### src/ptc_pkg.sv
// package: constants, states and carrier structs for the pci target control block
package ptc_pkg;
  localparam logic [3:0] PTC_CMD_SPECIAL = 4'h1;
  localparam logic [3:0] PTC_CMD_CFG_RD = 4'ha;
  localparam logic [3:0] PTC_CMD_CFG_WR = 4'hb;
  localparam logic [3:0] PTC_CMD_IO_RD = 4'h2;
  localparam logic [3:0] PTC_CMD_IO_WR = 4'h3;
  localparam logic [3:0] PTC_CMD_MEM_RD = 4'h6;
  localparam logic [3:0] PTC_CMD_MEM_WR = 4'h7;
  localparam int PTC_PERR_DELAY = 2; // clocks from detection to perr assertion
  localparam int PTC_PERR_HOLD = 2; // clocks driven high before release
  localparam logic [1:0] PTC_CNT_W2 = 2'h2;

  typedef enum logic [2:0] {
    PTC_IDLE,
    PTC_DATA,
    PTC_TURN,
    PTC_BUSY
  } ptc_state_t;

  // bus control inputs from the initiator
  typedef struct packed {
    logic frame_n;
    logic irdy_n;
    logic idsel;
    logic [31:0] ad;
    logic [3:0] cbe_n;
    logic par;
  } ptc_bus_in_t;

  // target control outputs with enables
  typedef struct packed {
    logic trdy_n;
    logic stop_n;
    logic devsel_n;
    logic ctl_oe;
    logic perr_n;
    logic perr_oe;
    logic serr_n;
    logic serr_oe;
  } ptc_bus_out_t;
endpackage : ptc_pkg

### src/ptc_parity.sv
// module: even parity over address/data and byte enables
`timescale 1ns/10ps
module ptc_parity
  import ptc_pkg::*;
(
  input wire logic [31:0] ad_in,
  input wire logic [3:0] cbe_n_in,
  output logic par_out
);
  // even parity so that ad, cbe and par together hold an even count of ones
  assign par_out = ^{ad_in, cbe_n_in};
endmodule : ptc_parity

### src/ptc_target_ctl.sv
// module: pci target control signalling (trdy, stop, devsel, perr, serr, inta)
//
// Summary of operation
// - trdy only when data phase can complete
// - phase completes when trdy and irdy both low
// - stop asks master to end transaction
// - idsel selects configuration cycles
// - devsel asserted after decoding own cycle
// - perr two clocks after data parity error
// - perr driven high two clocks before release
// - serr for address or special parity errors
// - inta level low while interrupt pending
// - all bus inputs sampled on rising clock
// - par is even parity, one clock late
`timescale 1ns/10ps
module ptc_target_ctl
  import ptc_pkg::*;
#(
  parameter int ADDR_HI_W = 20
)
(
  input wire logic clk_in,
  input wire logic resetn_in,
  input wire ptc_bus_in_t bus_in,
  input wire logic [ADDR_HI_W-1:0] mem_base_in,
  input wire logic ready_in,
  input wire logic stop_req_in,
  input wire logic fatal_in,
  input wire logic irq_pending_in,
  output ptc_bus_out_t bus_out,
  output logic data_done_out,
  output logic cfg_cycle_out,
  output logic rd_cycle_out,
  output logic inta_n_out
);

  // refuse decode widths that the address field cannot hold
  if (ADDR_HI_W < 1 || ADDR_HI_W > 31) begin : g_bad_width
    $error("ADDR_HI_W out of range");
  end

  typedef struct packed {
    ptc_state_t st;
    logic trdy;
    logic stop;
    logic devsel;
    logic ctl_oe;
    logic is_rd;
    logic is_cfg;
    logic special;
    logic chk_addr;
    logic chk_data;
    logic chk_special;
    logic [31:0] prev_ad;
    logic [3:0] prev_cbe;
    logic perr_pend;
    logic perr;
    logic perr_oe;
    logic [1:0] perr_hold;
    logic serr;
    logic inta;
  } ptc_regs_t;

  ptc_regs_t r_q;
  ptc_regs_t r_d;
  logic calc_par;
  logic par_bad;
  logic addr_phase;
  logic hit;
  logic done;
  logic [3:0] cmd;

  ptc_parity u_parity (
    .ad_in(r_q.prev_ad),
    .cbe_n_in(r_q.prev_cbe),
    .par_out(calc_par)
  );

  ////////////////////////////////////////////////////////////////////////////
  // decode of the sampled address phase
  assign cmd = bus_in.cbe_n; // command code stands on cbe_n as is
  assign addr_phase = (r_q.st == PTC_IDLE) && !bus_in.frame_n;
  assign par_bad = (calc_par != bus_in.par);
  assign done = r_q.trdy && !bus_in.irdy_n;
  always_comb begin
    hit = 1'b0;
    if ((cmd == PTC_CMD_CFG_RD || cmd == PTC_CMD_CFG_WR) && bus_in.idsel) begin
      hit = 1'b1;
    end else if ((cmd == PTC_CMD_MEM_RD || cmd == PTC_CMD_MEM_WR) &&
                 bus_in.ad[31 -: ADDR_HI_W] == mem_base_in) begin
      hit = 1'b1;
    end
  end

  ////////////////////////////////////////////////////////////////////////////
  // next state
  always_comb begin
    r_d = r_q;
    r_d.prev_ad = bus_in.ad;
    r_d.prev_cbe = bus_in.cbe_n;
    r_d.chk_addr = 1'b0;
    r_d.chk_data = 1'b0;
    r_d.chk_special = 1'b0;
    r_d.serr = 1'b0;
    r_d.inta = irq_pending_in;
    case (r_q.st)
      PTC_IDLE: begin
        r_d.chk_addr = addr_phase;
        if (addr_phase) begin
          r_d.special = (cmd == PTC_CMD_SPECIAL);
          if (hit) begin
            r_d.st = PTC_DATA;
            r_d.devsel = 1'b1;
            r_d.ctl_oe = 1'b1;
            r_d.is_rd = !cmd[0];
            r_d.is_cfg = cmd[3];
          end else begin
            r_d.st = PTC_BUSY;
          end
        end
      end
      PTC_DATA: begin
        r_d.trdy = ready_in && !stop_req_in;
        r_d.stop = stop_req_in || (r_q.stop && !bus_in.frame_n);
        r_d.chk_data = done && !r_q.is_rd;
        if ((done || (r_q.stop && !bus_in.irdy_n)) && bus_in.frame_n) begin
          r_d.st = PTC_TURN;
          r_d.trdy = 1'b0;
          r_d.stop = 1'b0;
          r_d.devsel = 1'b0;
        end else if (done && r_q.stop) begin
          r_d.trdy = 1'b0;
        end
      end
      PTC_TURN: begin
        r_d.ctl_oe = 1'b0;
        r_d.st = PTC_IDLE;
      end
      default: begin
        // foreign or special cycle: watch it for special-cycle data parity
        r_d.chk_special = r_q.special && !bus_in.irdy_n;
        if (bus_in.frame_n && !bus_in.irdy_n) begin
          r_d.st = PTC_IDLE;
        end
      end
    endcase
    // parity checks one clock after the protected phase
    r_d.perr_pend = r_q.chk_data && par_bad;
    if (r_q.perr_pend) begin
      r_d.perr = 1'b1;
      r_d.perr_oe = 1'b1;
      r_d.perr_hold = PTC_CNT_W2;
    end else if (r_q.perr) begin
      r_d.perr = 1'b0;
    end else if (r_q.perr_hold == 2'h1) begin
      r_d.perr_oe = 1'b0;
      r_d.perr_hold = 2'h0;
    end else if (r_q.perr_hold != 2'h0) begin
      r_d.perr_hold = r_q.perr_hold - 2'h1;
    end
    if ((r_q.chk_addr || r_q.chk_special) && par_bad) begin
      r_d.serr = 1'b1;
    end
    if (fatal_in) begin
      r_d.serr = 1'b1;
    end
  end

  ////////////////////////////////////////////////////////////////////////////
  // state register
  always_ff @(posedge clk_in or negedge resetn_in) begin
    if (!resetn_in) begin
      r_q <= '0;
    end else begin
      r_q <= r_d;
    end
  end

  ////////////////////////////////////////////////////////////////////////////
  // pins
  assign bus_out.trdy_n = !r_q.trdy;
  assign bus_out.stop_n = !r_q.stop;
  assign bus_out.devsel_n = !r_q.devsel;
  assign bus_out.ctl_oe = r_q.ctl_oe;
  assign bus_out.perr_n = !r_q.perr;
  assign bus_out.perr_oe = r_q.perr_oe;
  assign bus_out.serr_n = !r_q.serr;
  assign bus_out.serr_oe = r_q.serr; // open drain
  assign data_done_out = done;
  assign cfg_cycle_out = r_q.is_cfg;
  assign rd_cycle_out = r_q.is_rd;
  assign inta_n_out = !r_q.inta;
endmodule : ptc_target_ctl

### config.mk
export PLATFORM = sky130hd
export DESIGN_NAME = ptc_target_ctl
export DESIGN_NICKNAME = d
export VERILOG_FILES = /design/src/ptc_pkg.sv /design/src/ptc_parity.sv /design/src/ptc_target_ctl.sv
export SDC_FILE = /design/constraint.sdc
export NUM_CORES = 1
export LEC_CHECK = 0
export ABC_AREA = 0
export BUFFER_PORTS_ARGS = -buffer_cell sky130_fd_sc_hd__buf_4
export CELL_PAD_IN_SITES_DETAIL_PLACEMENT = 0
export CELL_PAD_IN_SITES_GLOBAL_PLACEMENT = 1
export CORE_ASPECT_RATIO = 0.8
export CORE_MARGIN = 8
export CORE_UTILIZATION = 35
export DETAILED_ROUTE_END_ITERATION = 8
export PLACE_DENSITY_LB_ADDON = 0.1
export SETUP_SLACK_MARGIN = 0.05
export SYNTH_ARGS = -nofsm -noshare
export SYNTH_HDL_FRONTEND = slang
export SYNTH_SLANG_ARGS = --single-unit
### constraint.sdc
create_clock -name clk_in -period 4.85 [get_ports clk_in]
set_input_delay 0.2425 -clock clk_in [delete_from_list [all_inputs] [get_ports clk_in]]
set_output_delay 0.2425 -clock clk_in [all_outputs]
set_load 0.005 [all_outputs]
; Word-level counts from Yosys, hierarchy flattened
; Cells that the tools add are included.
[totals]
wordCells = 104
out_inout_bits = 12
register_bits = 56
[classes]
n_reduce_logical = 46
n_eq_ne = 14
n_addsub = 1
n_mux = 24
[op_table]
columns = operator, n
row1 = parity 36 bit, 1
row2 = equality test 20 bit, 1
row3 = logical AND 1 bit, 14
row4 = 2-to-1 mux 3 bit, 4
row5 = logical NOT 1 bit, 11
row6 = 2-to-1 mux 1 bit, 10
row7 = case mux 3 bit (3 select lines), 1
row8 = AND reduction 3 bit, 3
row9 = "equality test 4 x 3 -> 1 bit, second input constant", 2
row10 = "equality test 4 bit, second input constant", 2
row11 = 2-to-1 mux 2 bit, 4
row12 = 2-to-1 mux 4 bit, 2
row13 = nonzero test 2 bit, 4
row14 = "!= test 2 bit, second input constant", 3
row15 = AND reduction 2 bit, 3
row16 = logical OR 1 bit, 5
row17 = 2-to-1 mux 5 bit, 1
row18 = "equality test 4 x 1 -> 1 bit, second input constant", 1
row19 = case mux 1 bit (2 select lines), 2
row20 = AND reduction 4 bit, 1
row21 = nonzero test 4 bit, 1
row22 = "equality test 3 x 1 -> 1 bit, second input constant", 1
row23 = "equality test 3 x 2 -> 1 bit, second input constant", 1
row24 = logical NOT 3 bit, 1
row25 = 6 further kinds, 6

; Logic depth before layout (Yosys ltp)
; Gate-level depths: netlist (run 1).
[logic_depth]
word_depth = 8
mapped_depth = 7
depth_no_buf = 7

; Cells and area by module
; A second synthesis (run 1) with hierarchy kept.
[hier_totals]
cells_unflattened = 189
area_unflattened_um2 = 2374.8
[modules_own_cells]
columns = module, n_inst, area_each_um2, cells_per_inst
row1 = ptc_target_ctl, 1, 2063.2, 155
row2 = ptc_parity, 1, 311.5, 34

; Worst setup path after synthesis (run 1)
; No wires, ideal clock.
[synth_path]
kind = flip-flop to flip-flop
start = register r_q[21] in the netlist's numbering
end = register r_q (netlist bit bus_out[0])
path_stages_with_launch = 7
path_slack_ps = 3191
required_ps = 4731
t_arrival_ps = 1540
setup_ps = 119
cell_sequence = dfrtp_1 -> xor2_1 -> xnor2_1 -> xnor2_1 -> xnor3_1 -> xnor2_1 -> a21o_2
[synth_rtl]
columns = element, line_no
row1 = from (decl), ptc_target_ctl.sv:64  ; ptc_regs_t r_q;
row2 = from (signal assigned), ptc_target_ctl.sv:175  ; r_q <= r_d;

==> results.sh, run 1 <==
export IMPL_dr_pass1_iters=4
export IMPL_internal_power_uw=810
export IMPL_crit_fanout=2
export IMPL_hold_viol=0
export IMPL_via_per_inst=4.23
export IMPL_routed_top_layer="met4"
export IMPL_final_antenna_net_count=0
export IMPL_post_cts_resized=0
export IMPL_cap_violations=0
export IMPL_setup_worst_path_start_class="register"
export IMPL_p_sw_uw=343
export IMPL_grt_max_degree=56
export IMPL_slew_limit_headroom_pct=55.3
export IMPL_period_share_pct=36.4
export IMPL_path_clk_slew_ns=0.10
export IMPL_final_nets=333
export IMPL_clock_skew_ns=0.0111
export IMPL_synthCells=186
export IMPL_io_pins=78
export IMPL_min_period_ns=1.77
export IMPL_clock_path_buffers=2
export IMPL_cts_tree="done"
export IMPL_postSynthAreaPerCell_um2=12.4
export IMPL_wl_mm=4.62
export IMPL_synthTopCellsByArea="dfrtp_1, xnor2_1, xor2_1, inv_1, a21oi_1"
export IMPL_h_tree_depth=2
export IMPL_core_rowCount=26
export IMPL_root_buffer="clkbuf_8"
export IMPL_first_global_vias=1632
export IMPL_cp_data_required_time_ns=5.05
export IMPL_path_class="register to register"
export IMPL_syn_area_mm2=0.00231
export IMPL_die_area_mm2=0.00946
export IMPL_met2WireLength_mm=2.05
export IMPL_synth_edf_count=0
export IMPL_ys_ff_latch=55
export IMPL_grt_ovfl_total=0
export IMPL_rsz0062_at_grt="no"
export IMPL_netlist_area_leader_share_pct=59.7
export IMPL_grt_pass1_wl_mm=7.54
export IMPL_status="finished, final reports clean"
export IMPL_diodes=0
export IMPL_place_hpwl_mm=3.72
export IMPL_power_per_cell_area_mw_per_mm2=377
export IMPL_yosysSeqAreaShare_pct=59.7
export IMPL_setup_violations=0
export IMPL_num_vias=1481
export IMPL_layout_common_cells="buf_4, dfrtp_1, xnor2_1"
export IMPL_crit_arrival_ns=1.97
export IMPL_fmax_mhz=566
export IMPL_maxSlewViolCount=0
export IMPL_whs_path_depth=1
export IMPL_antenna_found_initial=0
export IMPL_clock_sinks=55
export IMPL_die_x_um=107
export IMPL_synthArstFlopShare_pct=100
export IMPL_wl_met1_mm=2.16
export IMPL_first_iter_violations=40
export IMPL_cts_setup_buffers=0
export IMPL_core_mm2=0.00638
export IMPL_yosysTopAreaCell="dfrtp_1"
export IMPL_clkPwrFrac_pct=21.5
export IMPL_drc=0
export IMPL_dr_wl_met3_um=342
export IMPL_worstSkewPairLatency_ns=0.30
export IMPL_yosysWarningCount=0
export IMPL_mostFrequentLayoutCell="buf_4"
export IMPL_drive_above_1_share_pct=33.8
export IMPL_initial_core_util_pct=36.2
export IMPL_dpl_cell_area_mm2=0.00296
export IMPL_die_h_um=88.6
export IMPL_grt_usage_pct=10.3
export IMPL_p_leak_uw=0.00145
export IMPL_numCtsBuffers=5
export IMPL_p_seq_share_pct=49.1
export IMPL_worst_setup_path_end_kind="register"
export IMPL_io_buffer_count=77
export IMPL_synth_nets=254
export IMPL_final_area_mm2=0.00305
export IMPL_power_uw=1150
export IMPL_synth_ff_type="dfrtp_1"
export IMPL_combPwrFrac_pct=29.4
export IMPL_ir_drop_mv=0.139
export IMPL_place_gp_congestion=0.725
export IMPL_routedWlPerCell_um=13.2
export IMPL_swShare_pct=29.7
export IMPL_fin_tns_setup_ns=0
export IMPL_hp_class="input port to register"
export IMPL_area_growth_pct=32.4
export IMPL_ys_types=32
export IMPL_worstRegToRegCells=6
export IMPL_max_slew_worst_pin_slew_ns=0.670
-- kinds of logic after synthesis --
kind of cell	Yosys count	synth area share [%]
XOR/XNOR	56	21.9
flip-flops	55	59.7
AND/OR/NAND/NOR	33	7.65
AO/OA/AOI/OAI	19	4.88
buffers and inverters	18	3.42
multiplexers	3	1.41
adder cells (fa/ha/maj)	2	1.09
-- through the flow --
step | instances | utilization, % | hold WS, ns | setup slack, ns
after floorplan | 186 | - | -0.0531 | 3.19
after global placement | 341 | 46.4 | 0.326 | 2.98
after detailed placement | 341 | 46.4 | 0.331 | 2.93
after CTS | 350 | 47.9 | 0.0236 | 3.06
after global routing | 350 | 47.9 | 0.0126 | 2.95
final | 350 | 47.9 | 0.0365 | 3.08
-- synth_stat cells, drive strengths merged, types with 2 or more instances --
master / instances
inv: 12
nand4: 2
xor2: 22
a21oi: 6
mux2: 2
nand2: 6
ha: 2
nor3: 2
nor2: 8
dfrtp: 55
clkbuf: 3
o21ai: 7
nor4: 4
xnor2: 33
nand2b: 3
buf: 3
or2: 2
-- worst paths after layout --
| check | start | end | slack, ns |
|---|---|---|---|
| hold / removal | bus_in[16] | r_q[22] | 0.04 |
| min in group asynchronous | resetn_in | r_q[26] | 0.53 |
| setup reg to reg | r_q[19] | bus_out[0] | 3.08 |
| max in group asynchronous | resetn_in | r_q[21] | 3.88 |
| hold reg to reg | r_q[6] | r_q[5] | 0.42 |
| setup / recovery | r_q[19] | bus_out[0] | 3.08 |
-- metal layers --
layer | track usage (%) | up-vias
met5 | 0 | -
met1 | 12.6 | 675
met3 | 3.93 | 9
met4 | 4.59 | 0
li1 | - | 751
met2 | 15.9 | 46
-- layout make-up --
class	count	area (um^2)
Clock buffer	6	72.6
Tap cell	84	105
Fill cell	639	3320
Clock inverter	2	16.3
Inverter	12	45.0
Sequential cell	55	1380
Multi-Input combinational cell	113	851
Timing Repair Buffer	78	588
-- power by group through the flow --
stage / logic (uW) / clock network, uW / registers, uW
floorplan: 230 / 0 / 554
global placement: 343 / 0 / 576
detailed placement: 345 / 0 / 575
CTS: 348 / 261 / 566
global route: 388 / 279 / 577
finish: 339 / 248 / 565
-- worst max-delay path: stages, from the launching register on --
cell	delay, ns
dfrtp_1	0.38
xnor2_1	0.20
xnor2_1	0.16
xnor2_1	0.14
xnor3_1	0.43
xnor2_1	0.16
a21o_2	0.20
-- registers in the layout, summed over array words and instances, names as in the netlist --
register	flops
r_q	50
bus_out	3
cfg_cycle_out	1
rd_cycle_out	1
-- timing repair --
action / 4_1_cts / 5_1_grt
setup endpoints to repair: 0 / 0
hold buffers: 1 / 0
endpoints found under the hold margin: 45 / 0
No activity file was read; power rests on OpenSTA's default activity.
==> run 2, diff against run 1 <==
==> constraint.sdc (replaced) <==
create_clock -name clk_in -period 1.41 [get_ports clk_in]
set_input_delay 0.0705 -clock clk_in [delete_from_list [all_inputs] [get_ports clk_in]]
set_output_delay 0.0705 -clock clk_in [all_outputs]
set_load 0.005 [all_outputs]
==> run 2 against run 1 <==
Against the previous run: the run now ends with negative setup slack left; combinational power grew to 4.1 times the previous value; largest cell class unchanged; clock skew is 0.0079 ns lower; count of clock-buffer cells in the layout stayed put; total power grew to 3.6 times the previous value; non-clock buffer count is 55 higher.
==> results.sh, run 2 (synthesis results as in run 1) <==
export IMPL_layout_common_cells="buf_4, dfrtp_1, dlygate4sd3_1"
export IMPL_setup_violations=2
export IMPL_fmax_mhz=575
export IMPL_grt_pass1_wl_mm=8.20
export IMPL_top_register="r_q"
export IMPL_place_hpwl_mm=3.73
export IMPL_io_pins=78
export IMPL_crit_arrival_ns=1.93
export IMPL_die_x_um=107
export IMPL_worst_setup_path_end_kind="register"
export IMPL_first_global_vias=1807
export IMPL_maxSlewViolCount=0
export IMPL_holdWs_ns=0.0206
export IMPL_fin_util_pct=56.6
export IMPL_whs_path_depth=2
export IMPL_routedWlPerCell_um=12.0
export IMPL_worstSkewPairLatency_ns=0.29
export IMPL_final_area_mm2=0.00361
export IMPL_violations="negative setup slack"
export IMPL_h_tree_depth=2
export IMPL_status="finished, violations left"
export IMPL_cts_tree="done"
export IMPL_worst_slack_ns=-0.329
export IMPL_crit_fanout=2
export IMPL_antenna_found_initial=0
export IMPL_largest_reg_flops=50
export IMPL_place_gp_congestion=0.742
export IMPL_first_iter_violations=26
export IMPL_slew_limit_headroom_pct=80.4
export IMPL_area_growth_pct=56.5
export IMPL_core_mm2=0.00638
export IMPL_clock_skew_ns=0.00321
export IMPL_wl_mm=4.85
export IMPL_root_buffer="clkbuf_8"
export IMPL_rsz0062_at_grt="yes"
export IMPL_drc=0
export IMPL_dpl_cell_area_mm2=0.00310
export IMPL_max_slew_worst_pin_slew_ns=0.295
export IMPL_die_area_mm2=0.00946
export IMPL_cp_data_required_time_ns=1.60
export IMPL_grt_usage_pct=11.1
export IMPL_fin_tns_setup_ns=-0.631
export IMPL_final_nets=388
export IMPL_grt_max_degree=35
export IMPL_cap_violations=0
export IMPL_setup_worst_path_start_class="register"
export IMPL_path_class="register to register"
export IMPL_hold_viol=0
export IMPL_mostFrequentLayoutCell="buf_4"
export IMPL_clock_path_buffers=2
export IMPL_initial_core_util_pct=36.2
export IMPL_dr_pass1_iters=4
export IMPL_power_per_cell_area_mw_per_mm2=1150
export IMPL_hp_class="input port to register"
export IMPL_via_per_inst=4.13
export IMPL_p_leak_uw=0.00172
export IMPL_min_period_ns=1.74
export IMPL_drive_above_1_share_pct=35.0
export IMPL_ir_drop_mv=0.472
export IMPL_diodes=0
export IMPL_clock_sinks=55
export IMPL_core_rowCount=26
export IMPL_die_h_um=88.6
export IMPL_path_clk_slew_ns=0.09
export IMPL_power_uw=4140
export IMPL_numCtsBuffers=5
export IMPL_period_share_pct=123
export IMPL_num_vias=1670
export IMPL_io_buffer_count=77
export IMPL_final_antenna_net_count=0
export IMPL_grt_ovfl_total=0
export IMPL_worstRegToRegCells=6
[run 2: cell count changes in the layout (fill, tap and decap cells not counted), moves of 2 or more]
cell / change
buf_4: +16
dlygate4sd3_1: +38
nor4_1: -2
nor4_2: +2
xnor2_1: -3
xnor2_2: +3
[run 2: critical path, stage by stage, from the launching register on]
cell     delay (ns)
dfrtp_1        0.40
xnor2_2        0.21
xnor2_2        0.14
xnor2_1        0.13
xnor3_1        0.41
xnor2_1        0.14
a21o_2         0.19
[run 2: metrics by stage]
step,setup WS (ns),instances
2_1_floorplan,-0.233,186
3_3_place_gp,-0.309,358
3_5_place_dp,-0.324,358
4_1_cts,-0.333,404
5_1_grt,-0.414,404
6_report,-0.329,404
[run 2: report_power, final]
group / switching, uW / leakage [uW] / internal [uW]
clock network: 453 / 0.0000470 / 386
logic: 582 / 0.00102 / 804
registers: 129 / 0.000658 / 1790
total: 1160 / 0.00172 / 2980
[run 2: cell type report]
type	count	area (um^2)
timing repair buffer	133	1110
multi-input combinational	113	886
fill	589	2770
tap	84	105
inverter	12	45.0
clock buffer	6	82.6
clock inverter	1	5.00
sequential	55	1380
[run 2: metal layers]
layer,global-route usage (%),vias to the layer above,part of all wire [%]
li1,-,859,-
met1,13.1,760,43
met2,17.4,47,48
met3,5.17,4,8.1
met4,3.95,0,1.1
met5,0,-,0
[run 2: final timing paths]
check | slack (ns) | to | from
max in group asynchronous | 0.75 | r_q[11] | resetn_in
min in group asynchronous | 0.20 | r_q[25] | resetn_in
setup reg to reg | -0.33 | bus_out[0] | r_q[11]
hold / removal | 0.02 | r_q[51] | stop_req_in
hold reg to reg | 0.42 | r_q[5] | r_q[6]
setup / recovery | -0.33 | bus_out[0] | r_q[11]
[run 2: repair_timing]
item | in CTS | in global routing
hold buffers | 39 | 0
resized for setup | 0 | 5
hold endpoints to repair | 94 | 0
pin swaps | 4 | 1
endpoints found under the setup margin | 2 | 4
setup buffers | 0 | 0
==> run 3, diff against run 2 <==
--- a/config.mk
+++ b/config.mk
@@ -14,6 +14,7 @@
 export CORE_UTILIZATION = 35
 export DETAILED_ROUTE_END_ITERATION = 8
 export PLACE_DENSITY_LB_ADDON = 0.1
+export RECOVER_POWER = 25
 export SETUP_SLACK_MARGIN = 0.05
 export SYNTH_ARGS = -nofsm -noshare
 export SYNTH_HDL_FRONTEND = slang
==> run 3 against run 2 <==
Against the previous run: the flow still finishes with violations (negative setup slack); sequential cell count unchanged; total power down 0.11%; critical path depth is the same; clock skew about the same; count of clock-buffer cells in the layout did not move; fmax is essentially flat; sequential share of layout area up 0.11 points; sequential power barely moved; register-to-register slack about the same; wire length decreased by 0.12%; critical endpoint unchanged; highest routed layer unchanged.
==> results.sh, run 3 (synthesis results as in run 1) <==
export IMPL_critPathBufInv=0
export IMPL_num_vias=1670
export IMPL_p_leak_uw=0.00171
export IMPL_cap_violations=0
export IMPL_period_share_pct=123
export IMPL_rsz0062_at_grt="yes"
export IMPL_reg2reg_to="bus_out[0]"
export IMPL_area_growth_pct=56.0
export IMPL_met2WireLength_mm=2.32
export IMPL_largest_reg_flops=50
export IMPL_routed_top_layer="met4"
export IMPL_numCtsBuffers=5
export IMPL_wl_met1_mm=2.07
export IMPL_crit_slowest_cell="xnor3_1"
export IMPL_min_period_ns=1.74
export IMPL_top_register="r_q"
export IMPL_cpPeakStageDelay_ns=0.41
export IMPL_slew_limit_headroom_pct=61.9
export IMPL_clock_sinks=55
export IMPL_worst_slack_ns=-0.328
export IMPL_final_nets=388
export IMPL_io_pins=78
export IMPL_violations="negative setup slack"
export IMPL_via_per_inst=4.13
export IMPL_crit_fanout=2
export IMPL_fin_util_pct=56.4
export IMPL_dr_wl_met3_um=393
export IMPL_worstRegToRegCells=6
export IMPL_fmax_mhz=575
export IMPL_setup_worst_path_start_class="register"
export IMPL_routedWlPerCell_um=12.0
export IMPL_place_hpwl_mm=3.73
export IMPL_reg2reg_from="r_q[11]"
export IMPL_io_buffer_count=77
export IMPL_num_fill_cells=594
export IMPL_root_buffer="clkbuf_8"
export IMPL_drive_above_1_share_pct=34.4
export IMPL_startpoint="r_q[11]"
export IMPL_grt_max_degree=35
export IMPL_die_area_mm2=0.00946
export IMPL_clock_path_buffers=2
export IMPL_worst_setup_path_end_kind="register"
export IMPL_core_rowCount=26
export IMPL_ir_drop_mv=0.472
export IMPL_fin_tns_setup_ns=-0.630
export IMPL_place_gp_congestion=0.742
export IMPL_core_mm2=0.00638
export IMPL_first_global_vias=1807
export IMPL_r2r_setup_slack_ns=-0.33
export IMPL_grt_ovfl_total=0
export IMPL_die_h_um=88.6
export IMPL_status="finished, violations left"
export IMPL_diodes=0
export IMPL_final_antenna_net_count=0
export IMPL_layout_common_cells="buf_4, dfrtp_1, dlygate4sd3_1"
export IMPL_worstSkewPairLatency_ns=0.29
export IMPL_worstPathCellList="xnor2_2 > xnor2_2 > xnor2_1 > xnor3_1 > xnor2_1 > a21o_2"
export IMPL_path_class="register to register"
export IMPL_max_slew_worst_pin_slew_ns=0.571
export IMPL_antenna_found_initial=0
export IMPL_h_tree_depth=2
export IMPL_clock_skew_ns=0.00309
export IMPL_wl_mm=4.84
export IMPL_first_iter_violations=25
export IMPL_drc=0
export IMPL_maxSlewViolCount=0
export IMPL_power_per_cell_area_mw_per_mm2=1150
export IMPL_cts_tree="done"
export IMPL_hold_viol=0
export IMPL_cp_depth=6
export IMPL_initial_core_util_pct=36.2
export IMPL_cp_data_required_time_ns=1.60
export IMPL_hp_class="input port to register"
export IMPL_setup_violations=2
export IMPL_grt_usage_pct=11.1
export IMPL_die_x_um=107
export IMPL_endpoint="bus_out[0]"
export IMPL_mostFrequentLayoutCell="buf_4"
export IMPL_crit_family="XOR/XNOR gates"
export IMPL_dr_pass1_iters=4
export IMPL_path_clk_slew_ns=0.09
export IMPL_cts_setup_buffers=0
export IMPL_crit_arrival_ns=1.93
export IMPL_grt_pass1_wl_mm=8.20
[run 3: cell types whose count changed in the layout (fill, tap and decap cells not counted), sizes merged]
| cell | previous run | this run |
|---|---|---|
| clkbuf | 6 | 16 |
| buf | 94 | 84 |
[run 3: what timing repair did]
item	CTS	global route
pin swaps	4	1
resized for setup	0	5
setup endpoints to repair	2	4
hold endpoints to repair	94	0
hold buffers	39	0
[run 3: worst min path at each step]
stage	from	to	slack, ns	cells past startpoint
2_1_floorplan	resetn_in	bus_out[0]	-0.23	0
6_report	stop_req_in	r_q[51]	0.02	2
3_5_place_dp	resetn_in	r_q[36]	-0.02	1
4_1_cts	stop_req_in	r_q[51]	0.006	2
3_3_place_gp	resetn_in	r_q[35]	-0.02	1
5_1_grt	stop_req_in	r_q[51]	0.008	2
[run 3: stage by stage]
step | std cells | hold slack [ns] | setup slack, ns | power [uW] | instance area, um^2
floorplan | 186 | -0.225 | -0.233 | 2700 | 2310
global placement | 358 | -0.0209 | -0.309 | 3240 | 3100
detailed placement | 358 | -0.0197 | -0.324 | 3250 | 3100
global route | 404 | 0.00799 | -0.414 | 4460 | 3600
finish | 404 | 0.0206 | -0.328 | 4130 | 3600
CTS | 404 | 0.00605 | -0.333 | 4180 | 3570
[run 3: metal layers]
metal	vias up	GRT usage [%]
met5	-	0
met4	0	3.95
met3	4	5.17
met2	47	17.4
met1	760	13.1
li1	859	-
[run 3: where the power goes]
| group | internal (uW) | switching, uW |
|---|---|---|
| Combinational | 800 | 581 |
| Clock | 386 | 453 |
| Sequential | 1790 | 129 |
| Total | 2970 | 1160 |
[run 3: cell type report]
type / instances / area (um^2) / share of cell area (%)
clock inverter: 1 / 5.00 / 0.139
sequential: 55 / 1380 / 38.2
clock buffer: 6 / 82.6 / 2.29
multi-input combinational: 113 / 886 / 24.6
timing repair buffer: 133 / 1100 / 30.5
tap: 84 / 105 / 2.92
inverter: 12 / 45.0 / 1.25
